### config.mk
export PLATFORM = sky130hd
export DESIGN_NAME = ubm_top
export DESIGN_NICKNAME = d
export VERILOG_FILES = /design/src/design/ubm_pkg.sv /design/src/design/ubm_mask_cmp.sv /design/src/design/ubm_pair_sel.sv /design/src/design/ubm_top.sv
export SDC_FILE = /design/constraint.sdc
export NUM_CORES = 1
export LEC_CHECK = 0
export BUFFER_PORTS_ARGS = -buffer_cell sky130_fd_sc_hd__buf_4
export CAP_MARGIN = 20
export CORE_MARGIN = 1
export CORE_UTILIZATION = 25
export CTS_CLUSTER_SIZE = 24
export DETAILED_ROUTE_END_ITERATION = 8
export GPL_ROUTABILITY_DRIVEN = 0
export GPL_TIMING_DRIVEN = 0
export MAX_ROUTING_LAYER = met4
export PLACE_DENSITY = 0.52
export SETUP_SLACK_MARGIN = 0.5
export SLEW_MARGIN = 30
export SYNTH_ARGS = -nofsm -noshare
export SYNTH_HDL_FRONTEND = slang
export SYNTH_SLANG_ARGS = --single-unit
### constraint.sdc
create_clock -name clk_i -period 2 [get_ports clk_i]
set_input_delay 0.3 -clock clk_i [delete_from_list [all_inputs] [get_ports clk_i]]
set_output_delay 0.3 -clock clk_i [all_outputs]
set_load 0.02 [all_outputs]
### src/design/ubm_pkg.sv
//
// Purpose: Shared constants for the user break match unit.
// Assumes: Classic Wishbone register access, 32-bit data, byte addresses.
// Notes:   Each register takes one aligned word; narrow fields sit low.
//
package ubm_pkg;

  // ----------------------------------------------------------------
  // Widths
  // ----------------------------------------------------------------
  localparam int unsigned WB_ADR_W = 8;
  localparam int unsigned WB_DAT_W = 32;
  localparam int unsigned HALF_W = 16;
  localparam int unsigned COND_W = 8;

  // ----------------------------------------------------------------
  // Register byte offsets
  // ----------------------------------------------------------------
  localparam logic [WB_ADR_W-1:0] OFF_ADDR_HIGH = 8'h00;
  localparam logic [WB_ADR_W-1:0] OFF_ADDR_LOW = 8'h04;
  localparam logic [WB_ADR_W-1:0] OFF_MASK_HIGH = 8'h08;
  localparam logic [WB_ADR_W-1:0] OFF_MASK_LOW = 8'h0c;
  localparam logic [WB_ADR_W-1:0] OFF_COND = 8'h10;
  localparam logic [WB_ADR_W-1:0] OFF_INT_STATUS = 8'h14;
  localparam logic [WB_ADR_W-1:0] OFF_INT_MASK = 8'h18;

  // ----------------------------------------------------------------
  // Field positions of break_cycle_conditions
  // ----------------------------------------------------------------
  localparam int unsigned COND_MASTER_LSB = 6;
  localparam int unsigned COND_TYPE_LSB = 4;
  localparam int unsigned COND_DIR_LSB = 2;
  localparam int unsigned COND_SIZE_LSB = 0;

  // Operand size codes, shared by the field and the bus cycle
  localparam logic [1:0] SIZE_ANY = 2'h0;
  localparam logic [1:0] SIZE_BYTE = 2'h1;
  localparam logic [1:0] SIZE_WORD = 2'h2;
  localparam logic [1:0] SIZE_LONG = 2'h3;

  // Selection code that never matches
  localparam logic [1:0] SEL_NONE = 2'h0;

  // ----------------------------------------------------------------
  // Reset values
  // ----------------------------------------------------------------
  localparam logic [HALF_W-1:0] RST_HALF = 16'h0000;
  localparam logic [COND_W-1:0] RST_COND = 8'h00;
  localparam logic RST_FLAG = 1'b0;

endpackage : ubm_pkg

### src/design/ubm_mask_cmp.sv
//
// Purpose: Masked equality compare of one address half.
// Assumes: Pure combinational, same clock domain as the caller.
// Notes:   A set mask bit removes that bit from the compare.
//
module ubm_mask_cmp #(
  parameter int unsigned W = 16
) (
  // Operands
  input wire logic [W-1:0] addr_i,
  input wire logic [W-1:0] ref_i,
  input wire logic [W-1:0] mask_i,
  // Result
  output logic hit_o
);

  assign hit_o = &(mask_i | ~(addr_i ^ ref_i));

endmodule // ubm_mask_cmp

### src/design/ubm_pair_sel.sv
//
// Purpose: Decode of a two-bit either/or/both selection field.
// Assumes: Code bit 0 selects the first kind, bit 1 the second.
// Notes:   Code 00 selects nothing, so the break never fires.
//
module ubm_pair_sel (
  // Field and observed cycle kind
  input wire logic [1:0] code_i,
  input wire logic second_kind_i,
  // Result
  output logic hit_o
);

  assign hit_o = second_kind_i ? code_i[1] : code_i[0];

endmodule // ubm_pair_sel

### src/design/ubm_top.sv
//
// Purpose: User break comparator with Wishbone registers and interrupt.
// Assumes: Observed bus cycles come from logic on clk_i, one pulse each.
// Notes:   The break request is registered, one cycle after the cycle.
//
// ------------------------------------------------------------------
// Break unit
// ------------------------------------------------------------------
// How it works
// A 16-bit writable low half of the break address compares bus bits 15:0.
// A 16-bit writable high half compares bus address bits 31:16.
// A 16-bit mask picks high address bits left out of the compare.
// A 16-bit mask picks low address bits left out of the compare.
// Master field 01 breaks on CPU, 10 on DMA, 11 on both.
// Type field 01 breaks on fetches, 10 on data, 11 on both.
// Direction field 01 breaks on reads, 10 on writes, 11 on both.
// Size field 00 ignores size, else byte, word or longword must match.
// No break while master, type or direction field is 00; all reset 00.
// Mask bit one ignores that address bit; zero demands equality.
// Break only when address, master, type, direction and size all match.
module ubm_top
  import ubm_pkg::*;
(
  // Clock and reset
  input wire logic clk_i,
  input wire logic rst_i,
  // Wishbone slave
  input wire logic wb_cyc_i,
  input wire logic wb_stb_i,
  input wire logic wb_we_i,
  input wire logic [WB_ADR_W-1:0] wb_adr_i,
  input wire logic [3:0] wb_sel_i,
  input wire logic [WB_DAT_W-1:0] wb_dat_i,
  output logic [WB_DAT_W-1:0] wb_dat_o,
  output logic wb_ack_o,
  // Observed bus cycle
  input wire logic bus_valid_i,
  input wire logic [31:0] bus_addr_i,
  input wire logic bus_dma_i,
  input wire logic bus_data_i,
  input wire logic bus_write_i,
  input wire logic [1:0] bus_size_i,
  // Break request and interrupt
  output logic break_req_o,
  output logic irq_o
);

  // ----------------------------------------------------------------
  // State
  // ----------------------------------------------------------------
  typedef struct packed {
    logic [HALF_W-1:0] addr_high;
    logic [HALF_W-1:0] addr_low;
    logic [HALF_W-1:0] mask_high;
    logic [HALF_W-1:0] mask_low;
    logic [COND_W-1:0] cond;
    logic int_status;
    logic int_mask;
    logic ack;
    logic [WB_DAT_W-1:0] rdata;
    logic brk;
  } ubm_state_t;

  ubm_state_t state_reg;
  ubm_state_t state_next;

  logic hi_hit;
  logic lo_hit;
  logic master_hit;
  logic type_hit;
  logic dir_hit;
  logic size_hit;
  logic match_now;
  logic bus_req;
  logic commit;
  logic [WB_DAT_W-1:0] rd_mux;

  // Byte-lane merge of a 16-bit register
  function automatic logic [HALF_W-1:0] lane16(input logic [HALF_W-1:0] old,
                                               input logic [HALF_W-1:0] data,
                                               input logic [1:0] sel);
    logic [HALF_W-1:0] res;
    res = old;
    if (sel[0]) begin
      res[7:0] = data[7:0];
    end
    if (sel[1]) begin
      res[15:8] = data[15:8];
    end
    return res;
  endfunction

  // ----------------------------------------------------------------
  // Comparators
  // ----------------------------------------------------------------
  // High and low halves share one compare module
  ubm_mask_cmp #(.W(HALF_W)) u_cmp_high (
    .addr_i(bus_addr_i[31:16]),
    .ref_i(state_reg.addr_high),
    .mask_i(state_reg.mask_high),
    .hit_o(hi_hit)
  );

  ubm_mask_cmp #(.W(HALF_W)) u_cmp_low (
    .addr_i(bus_addr_i[15:0]),
    .ref_i(state_reg.addr_low),
    .mask_i(state_reg.mask_low),
    .hit_o(lo_hit)
  );

  ubm_pair_sel u_sel_master (
    .code_i(state_reg.cond[COND_MASTER_LSB +: 2]),
    .second_kind_i(bus_dma_i),
    .hit_o(master_hit)
  );

  ubm_pair_sel u_sel_type (
    .code_i(state_reg.cond[COND_TYPE_LSB +: 2]),
    .second_kind_i(bus_data_i),
    .hit_o(type_hit)
  );

  ubm_pair_sel u_sel_dir (
    .code_i(state_reg.cond[COND_DIR_LSB +: 2]),
    .second_kind_i(bus_write_i),
    .hit_o(dir_hit)
  );

  // Size is optional, unlike the three either/or fields
  assign size_hit = (state_reg.cond[COND_SIZE_LSB +: 2] == SIZE_ANY) ||
                    (state_reg.cond[COND_SIZE_LSB +: 2] == bus_size_i);

  assign match_now = bus_valid_i & hi_hit & lo_hit & master_hit & type_hit &
                     dir_hit & size_hit;

  // ----------------------------------------------------------------
  // Register read mux
  // ----------------------------------------------------------------
  always_comb begin
    rd_mux = '0;
    unique case (wb_adr_i)
      OFF_ADDR_HIGH: rd_mux[HALF_W-1:0] = state_reg.addr_high;
      OFF_ADDR_LOW: rd_mux[HALF_W-1:0] = state_reg.addr_low;
      OFF_MASK_HIGH: rd_mux[HALF_W-1:0] = state_reg.mask_high;
      OFF_MASK_LOW: rd_mux[HALF_W-1:0] = state_reg.mask_low;
      OFF_COND: rd_mux[COND_W-1:0] = state_reg.cond;
      OFF_INT_STATUS: rd_mux[0] = state_reg.int_status;
      OFF_INT_MASK: rd_mux[0] = state_reg.int_mask;
      default: rd_mux = '0;
    endcase
  end

  // ----------------------------------------------------------------
  // Next state
  // ----------------------------------------------------------------
  // Ack comes one cycle after the request; writes and read-clear act
  // on the edge where the master sees ack, never before.
  assign bus_req = wb_cyc_i & wb_stb_i;
  assign commit = bus_req & state_reg.ack;

  always_comb begin
    state_next = state_reg;
    state_next.ack = bus_req & ~state_reg.ack;
    state_next.rdata = '0;
    if (bus_req && !state_reg.ack && !wb_we_i) begin
      state_next.rdata = rd_mux;
    end
    if (commit && wb_we_i) begin
      unique case (wb_adr_i)
        OFF_ADDR_HIGH: begin
          state_next.addr_high = lane16(state_reg.addr_high, wb_dat_i[15:0],
                                        wb_sel_i[1:0]);
        end
        OFF_ADDR_LOW: begin
          state_next.addr_low = lane16(state_reg.addr_low, wb_dat_i[15:0],
                                       wb_sel_i[1:0]);
        end
        OFF_MASK_HIGH: begin
          state_next.mask_high = lane16(state_reg.mask_high, wb_dat_i[15:0],
                                        wb_sel_i[1:0]);
        end
        OFF_MASK_LOW: begin
          state_next.mask_low = lane16(state_reg.mask_low, wb_dat_i[15:0],
                                       wb_sel_i[1:0]);
        end
        OFF_COND: begin
          if (wb_sel_i[0]) begin
            state_next.cond = wb_dat_i[COND_W-1:0];
          end
        end
        OFF_INT_MASK: begin
          if (wb_sel_i[0]) begin
            state_next.int_mask = wb_dat_i[0];
          end
        end
        default: begin
          state_next.cond = state_reg.cond;
        end
      endcase
    end
    // Reading status clears only what the read returned: a break that landed
    // after the data was taken survives, and a break in this cycle still wins
    if (commit && !wb_we_i && wb_adr_i == OFF_INT_STATUS) begin
      state_next.int_status = state_reg.int_status & ~state_reg.rdata[0];
    end
    if (match_now) begin
      state_next.int_status = 1'b1;
    end
    state_next.brk = match_now;
  end

  // ----------------------------------------------------------------
  // State register
  // ----------------------------------------------------------------
  always_ff @(posedge clk_i) begin
    if (rst_i) begin
      state_reg.addr_high <= RST_HALF;
      state_reg.addr_low <= RST_HALF;
      state_reg.mask_high <= RST_HALF;
      state_reg.mask_low <= RST_HALF;
      state_reg.cond <= RST_COND;
      state_reg.int_status <= RST_FLAG;
      state_reg.int_mask <= RST_FLAG;
      state_reg.ack <= RST_FLAG;
      state_reg.rdata <= '0;
      state_reg.brk <= RST_FLAG;
    end else begin
      state_reg <= state_next;
    end
  end

  // ----------------------------------------------------------------
  // Outputs
  // ----------------------------------------------------------------
  assign wb_dat_o = state_reg.rdata;
  assign wb_ack_o = state_reg.ack;
  assign break_req_o = state_reg.brk;
  assign irq_o = state_reg.int_status & state_reg.int_mask;
endmodule // ubm_top

After elaboration in Yosys (flattened, before gate mapping)
Index checks and enable logic that the tools add are counted.

cells by class
  equal/unequal tests = 7
  muxes and demuxes = 8
  bitwise logic cells = 20
  reductions and logical operators = 24

operator list
  operator            number
  $pmux 7 s5          1
  $not 16->16         2
  $or 16x16->16       2
  $pmux 8 s4          1
  $reduce_and 16->1   2
  $xor 16x16->16      2
  $reduce_and 3->1    10
  $eq 8x5->1 const B  3
  $eq 8x4->1 const B  2
  $and 1x1->1         11
  $eq 8x3->1 const B  1
  $logic_not 8->1     1
  $pmux 1 s7          1
  $logic_and 1x1->1   5
  $mux 1              5
  $not 1->1           3
  $eq 2x2->1          1
  $logic_not 1->1     2
  $logic_not 2->1     1
  $reduce_bool 2->1   1
  $reduce_or 2->1     1
  $logic_or 1x1->1    1

word-level totals
  register bits = 108
  bits of input ports = 87
  output and inout port bits = 35
  word-level logic and storage cells = 74

Logic depth before layout (Yosys ltp)
Gate-level depths: netlist of the first run.

  word-level depth = 11
  gate-level depth with buffers = 7
  gate-level depth less buffers = 5

Cells and area by module
From an unflattened synthesis of the first run, not the netlist that was laid out.

unflattened totals
  cell total of the unflattened synthesis = 486
  area, all modules = 4638.2 um2

by module, submodules not included
  module        instances  cells an instance  area each (um2)  seq. area each (um2)
  ubm_top       1          429                4175.3           1841.8
  ubm_mask_cmp  2          27                 209.0            0.0
  ubm_pair_sel  3          1                  15.0             0.0

Worst setup path before layout of the first run
OpenSTA, ideal clock, no wires.

  path kind = input -> register
  start point = input wb_adr_i[5]
  end point = register state_reg[100] in the netlist's numbering
  library setup time = 0.128 ns
  arrival = 1.957 ns
  required time = 1.872 ns
  setup slack = -0.084 ns
  cell stages on the path = 6
  path buffers = 1
  cell sequence = nor4_2 -> or3b_1 -> buf_6 -> nor4_4 -> mux2i_1 -> nor2_1

between the ends
  word-level cells in the longest chain between the ends = 2

ends and longest elaborated chain
  element                            line            source
  from (decl)                        ubm_top.sv:31   input wire logic [WB_ADR_W-1:0] wb_adr_i,
  $logic_not 8->1                    ubm_top.sv:169  unique case (wb_adr_i)
  $reduce_and 3->1 (no source line)  --
  to (signal assigned)               ubm_top.sv:228  state_reg <= state_next;
  to (decl)                          ubm_top.sv:64   ubm_state_t state_reg;

Every way passes these cells.
A chain may end at the register's enable or synchronous reset.

Final worst setup path of the first run
  start point = input wb_adr_i[5]
  end point = register state_reg[95] in the netlist's numbering

Same word-level chain as after synthesis.

==> flow_summary.json, run 1 <==
{
  "grt_setup_unrepaired": "yes",
  "internal-power_mw": 3.02,
  "clock-sinks": 92,
  "portBuffers": 86,
  "synth_compound_area_frac": 0.0575,
  "rows": 49,
  "grt_overflow": 0,
  "drt_wl_total_mm": 14.7,
  "clockBufferDepth": 2,
  "p_per_area_mw_per_mm2": 626,
  "crit_chain": "buf_6 -> nor4_4 -> or3b_4 -> buf_12 -> or4_4 -> buf_12 -> mux2i_1 -> nor2_1",
  "vias": 3843,
  "cts_tree": "yes",
  "cp-start-kind": "primary input",
  "layout_commonest_cell": "buf_4",
  "crit_buf_inv": 3,
  "seq_power_share": 0.462,
  "cp_common_cell": "buf_12",
  "cts_hold_buf": 0,
  "die_area_mm2": 0.0189,
  "r2r-start": "wb_ack_o$_SDFF_PP0_",
  "core_area_mm2": 0.0180,
  "wire_per_inst_um": 17.6,
  "slew_headroom": 0.460,
  "area_growth_pct": 38.1,
  "largest_reg_flops": 74,
  "max_cap_viol_count": 0,
  "crit_arrival_ps": 2080,
  "p_sw_mw": 0.946,
  "cts-root-buf": "clkbuf_16",
  "antenna_found_initial": 0,
  "crit_fanout": 8,
  "initial_core_util": 0.256,
  "drv_slew": 0,
  "netSwitchingFraction": 0.239,
  "finalSetupTns_ps": 0,
  "layout_common_cells": "buf_4, dfxtp_1, mux2i_1, nor2_1, xnor2_1",
  "fill_cells": 1829,
  "synth_cells": 466,
  "final_hold_viol_count": 0,
  "crit_path_max_incr_delay_ps": 430,
  "die_h_um": 138,
  "dieWidth_um": 138,
  "synth_seq_area_share": 0.401,
  "min_from": "rst_i",
  "p_leak_nw": 2.48,
  "critPathKind": "primary input to flop",
  "grt_pass1_wl_mm": 21.9,
  "clock_power_share": 0.439,
  "syn_area_per_cell_um2": 9.85,
  "pin_count": 122,
  "cp.required_ps": 2210,
  "final_util": 0.353,
  "clkSlewWorstSetupHoldPaths_ps": 70,
  "synth_top_family_by_area": "multiplexers",
  "vdd_ir_drop_max_v": 0.000332,
  "worst_skew_pair.late_latency_ps": 340,
  "htree_levels": 3,
  "ys_ff_latch": 92,
  "dpl.hpwl_mm": 10.8,
  "drive_gt1_frac": 0.349,
  "vias_per_cell": 4.61,
  "yosysWarnings": 0,
  "grt_pass1_vias": 3824,
  "fin_crit_sh": 0.938,
  "fin_skew_ps": 7.09,
  "crit_family": "simple AND/OR/NAND/NOR gates",
  "synthAdderAreaFrac": 0,
  "post-route-min-period_ps": 1880,
  "drtIter0Drc": 197,
  "combPwrFrac": 0.099,
  "slowest_stage": "or4_4",
  "muxShareOfSynthArea": 0.230,
  "max_clock_freq_ghz": 0.533,
  "netlist_area_mm2": 0.00459,
  "first_pass_iters": 4,
  "detail-route-antenna-nets": 0,
  "endpoint_kind": "flop",
  "grt_max_degree": 16,
  "drc": 0,
  "finalSetupViolCount": 0,
  "synth_edf_count": 0,
  "synth-simple-area-share": 0.174,
  "outcome": "finished, final reports clean",
  "n_antenna_cell": 0,
  "crit_start": "wb_adr_i[5]",
  "ys_types": 39,
  "synth_xor_area_frac": 0.0610,
  "ys_async_sr_fraction": 0,
  "tightest_slew_ps": 809,
  "hold_path_class": "primary input to flop",
  "whs_ps": 175,
  "track_usage": 0.164,
  "cts_buffers": 9,
  "power_mw": 3.97,
  "nets": 686,
  "synthFlopType": "dfxtp_1"
}
metrics by stage:
stage / cells / setup WS, ps / instance area, µm²
floorplan: 481 / -46.6 / 4680
finish: 833 / 124 / 6340
CTS: 831 / 109 / 6240
global route: 833 / 53.4 / 6340
detailed placement: 796 / -670 / 5610
global placement: 796 / -663 / 5610
path summary, 6_finish.rpt:
check                           cells past startpoint  slack (ps)                    endpoint
worst min register to register                      2         520  state_reg[38]$_SDFFE_PP0P_
worst max register to register                      6         290  state_reg[95]$_SDFFE_PP0P_
worst max-delay path                                8         120  state_reg[95]$_SDFFE_PP0P_
worst min-delay path                                2         180         wb_ack_o$_SDFF_PP0_
logic make-up (layout without fill, tap and decap cells):
kind of cell           count (synthesis)  in the layout
AND/OR/NAND/NOR                      147            147
multiplexers                          93             93
flip-flops                            92             92
buffers and inverters                 58            181
AO/OA/AOI/OAI                         43             43
XOR/XNOR                              32             32
other                                  1             16
area by class of cell:
type | count | area (µm²) | share of cell area
timing repair buffer | 107 | 927 | 0.146
tap | 229 | 287 | 0.0452
clock buffer | 11 | 243 | 0.0383
sequential | 92 | 1850 | 0.292
buffer | 53 | 373 | 0.0588
clock inverter | 5 | 60.1 | 0.00947
multi-input combinational | 331 | 2580 | 0.407
inverter | 5 | 18.8 | 0.00296
power groups by stage:
stage                     Sequential [mW]  Combinational (mW)  Clock, mW
after global placement               1.87               0.371          0
after floorplan                      1.88               0.173          0
final                                1.83               0.392       1.74
after CTS                            1.83               0.386       1.78
after global routing                 1.83               0.421       1.85
after detailed placement             1.87               0.371          0
routing by layer:
metal  part of all wire  track usage  vias to the layer above
met5                  0            -                        -
met4              0.014       0.0513                        0
met3              0.057       0.0235                       16
met2               0.50        0.269                      112
met1               0.43        0.208                     1862
li1                   -            -                     1853
Yosys cell counts (2+ instances only):
cell type,number,area [µm²]
a21oi_1,8,40.0
nor3_1,3,15.0
a22oi_1,2,15.0
buf_2,3,15.0
nand2_1,14,52.6
mux4_2,10,225
nand3_1,6,30.0
clkbuf_1,15,56.3
buf_1,2,7.51
nor2_1,80,300
xnor2_1,32,280
nor3_4,6,97.6
buf_4,32,240
and3_1,8,50.1
or4_1,2,15.0
inv_1,5,18.8
o21ai_0,8,40.0
mux2i_1,83,831
o22ai_1,17,106
and2_1,2,12.5
dfxtp_1,92,1840
nand3b_1,6,45.0
nor4_1,4,25.0
nand2b_1,4,25.0
nor4_4,2,42.5
a21o_1,5,37.5
nor2b_1,3,18.8
timing repair:
item / in CTS / in global routing
pin swaps: 12 / 11
gates cloned: 0 / 0
buffers inserted: 19 / 2
resized for setup: 28 / 26
setup endpoints to repair: 90 / 90
No activity file was read; power rests on OpenSTA's default activity.
==> run 2, diff against run 1 <==
--- a/config.mk
+++ b/config.mk
@@ -14,7 +14,7 @@
 export GPL_ROUTABILITY_DRIVEN = 0
 export GPL_TIMING_DRIVEN = 0
 export MAX_ROUTING_LAYER = met4
-export PLACE_DENSITY = 0.52
+export PLACE_DENSITY = 0.51
 export SETUP_SLACK_MARGIN = 0.5
 export SLEW_MARGIN = 30
 export SYNTH_ARGS = -nofsm -noshare
==> constraint.sdc (replaced) <==
create_clock -name clk_i -period 2.05 [get_ports clk_i]
set_input_delay 0.3075 -clock clk_i [delete_from_list [all_inputs] [get_ports clk_i]]
set_output_delay 0.3075 -clock clk_i [all_outputs]
set_load 0.02 [all_outputs]
==> run 2 against run 1 <==
  * Cell area increased by 1.3%
  * Highest routed layer unchanged
  * Clock power fell by 9%
  * Via count increased by 0.34%
  * Register-to-register slack worse by 50 ps
  * Critical endpoint unchanged
  * Routed wire length rose by 1.4%
  * Die area is the same
  * Power is 5.1% lower
  * Sequential power down 2%
  * First-iteration DRC count is 13% higher
==> flow_summary.json, run 2 (synthesis gave the netlist of run 1 again) <==
{
  "placed_cell_area_mm2": 0.00561,
  "dieWidth_um": 138,
  "tightest_slew_ps": 792,
  "cp_common_cell": "buf_12",
  "p_leak_nw": 2.53,
  "hold_path_class": "primary input to flop",
  "layout_common_cells": "buf_4, dfxtp_1, mux2i_1, nor2_1, xnor2_1",
  "crit_arrival_ps": 2090,
  "register_area_mm2": 0.00185,
  "pin_count": 122,
  "grt_setup_unrepaired": "yes",
  "drc": 0,
  "cts-root-buf": "clkbuf_16",
  "die_area_mm2": 0.0189,
  "grt_pass1_wl_mm": 22.1,
  "die_h_um": 138,
  "fin_crit_sh": 0.923,
  "track_usage": 0.167,
  "vdd_ir_drop_max_v": 0.000329,
  "crit_buf_inv": 3,
  "cp-start-kind": "primary input",
  "slew_headroom": 0.472,
  "slowest_stage": "or4_4",
  "fin_skew_ps": 7.70,
  "n_antenna_cell": 0,
  "layout_commonest_cell": "buf_4",
  "drive_gt1_frac": 0.369,
  "final_hold_viol_count": 0,
  "crit_chain": "buf_6 -> nor4_4 -> or3b_4 -> buf_12 -> or4_4 -> buf_12 -> mux2i_2 -> nor2_1",
  "cp.required_ps": 2250,
  "htree_levels": 3,
  "cts_tree": "yes",
  "post-route-min-period_ps": 1890,
  "fin_area_mm2": 0.00642,
  "grt_pass1_vias": 3914,
  "detail-route-antenna-nets": 0,
  "max_cap_viol_count": 0,
  "netSwitchingFraction": 0.256,
  "max_clock_freq_ghz": 0.529,
  "p_sw_mw": 0.964,
  "endpoint_kind": "flop",
  "crit_family": "simple AND/OR/NAND/NOR gates",
  "rows": 49,
  "clock_power_share": 0.422,
  "initial_core_util": 0.256,
  "fill_cells": 1822,
  "dpl.hpwl_mm": 10.9,
  "clkSlewWorstSetupHoldPaths_ps": 70,
  "combPwrFrac": 0.103,
  "grt_overflow": 0,
  "drt_wl_total_mm": 14.9,
  "vias": 3856,
  "seq_power_share": 0.475,
  "cts_buffers": 9,
  "crit_fanout": 8,
  "internal-power_mw": 2.80,
  "nets": 692,
  "portBuffers": 86,
  "antenna_found_initial": 0,
  "grt_max_degree": 17,
  "p_per_area_mw_per_mm2": 586,
  "largest_reg_flops": 74,
  "finalSetupViolCount": 0,
  "clockBufferDepth": 2,
  "outcome": "finished, final reports clean",
  "clock-sinks": 92,
  "multi_input_area_mm2": 0.00264,
  "drv_slew": 0,
  "core_area_mm2": 0.0180,
  "whs_ps": 190,
  "first_pass_iters": 4,
  "critPathKind": "primary input to flop",
  "cts_hold_buf": 0,
  "vias_per_cell": 4.60,
  "drtIter0Drc": 223,
  "area_growth_pct": 39.9,
  "crit_path_max_incr_delay_ps": 430,
  "worst_skew_pair.late_latency_ps": 340,
  "wire_per_inst_um": 17.7
}
[run 2: layout make-up]
class | count | share of cell area
sequential | 92 | 0.289
timing repair buffer | 113 | 0.150
multi-input combinational | 331 | 0.411
inverter | 5 | 0.00292
tap | 229 | 0.0446
clock inverter | 6 | 0.00740
clock buffer | 10 | 0.0357
buffer | 53 | 0.0604
[run 2: what timing repair did]
| action | 4_1_cts | 5_1_grt |
|---|---|---|
| buffers inserted | 25 | 2 |
| pin swaps | 18 | 21 |
| setup endpoints to repair | 90 | 81 |
| resized for setup | 35 | 35 |
[run 2: layer usage]
metal  up-vias  track usage  part of all wire
met2       133        0.273              0.50
met5         -            -                 0
li1       1857            -                 -
met4         0       0.0495             0.012
met1      1851        0.208              0.43
met3        15       0.0316             0.058
[run 2: path summary, 6_finish.rpt]
check                 startpoint                         end  slack, ps  cells past startpoint
max reg2reg  wb_ack_o$_SDFF_PP0_  state_reg[95]$_SDFFE_PP0P_        240                      6
max                  wb_adr_i[7]  state_reg[95]$_SDFFE_PP0P_        160                      8
min                        rst_i         wb_ack_o$_SDFF_PP0_        190                      2
min reg2reg  wb_ack_o$_SDFF_PP0_         wb_ack_o$_SDFF_PP0_        470                      1
[run 2: through the flow]
stage	setup TNS [ps]	instances	power (mW)	setup WS, ps	util
after global routing	0	839	3.90	135	0.358
final	0	839	3.76	159	0.358
after floorplan	-32.5	481	2.00	-4.07	-
after global placement	-20590	796	2.19	-680	0.312
after CTS	0	837	3.80	180	0.350
after detailed placement	-22180	796	2.19	-553	0.312
[run 2: power groups by stage]
stage / Combinational [mW] / Sequential, mW / Clock [mW]
after floorplan: 0.168 / 1.83 / 0
after global placement: 0.362 / 1.83 / 0
after CTS: 0.379 / 1.79 / 1.63
after detailed placement: 0.363 / 1.83 / 0
after global routing: 0.414 / 1.79 / 1.70
final: 0.387 / 1.79 / 1.59
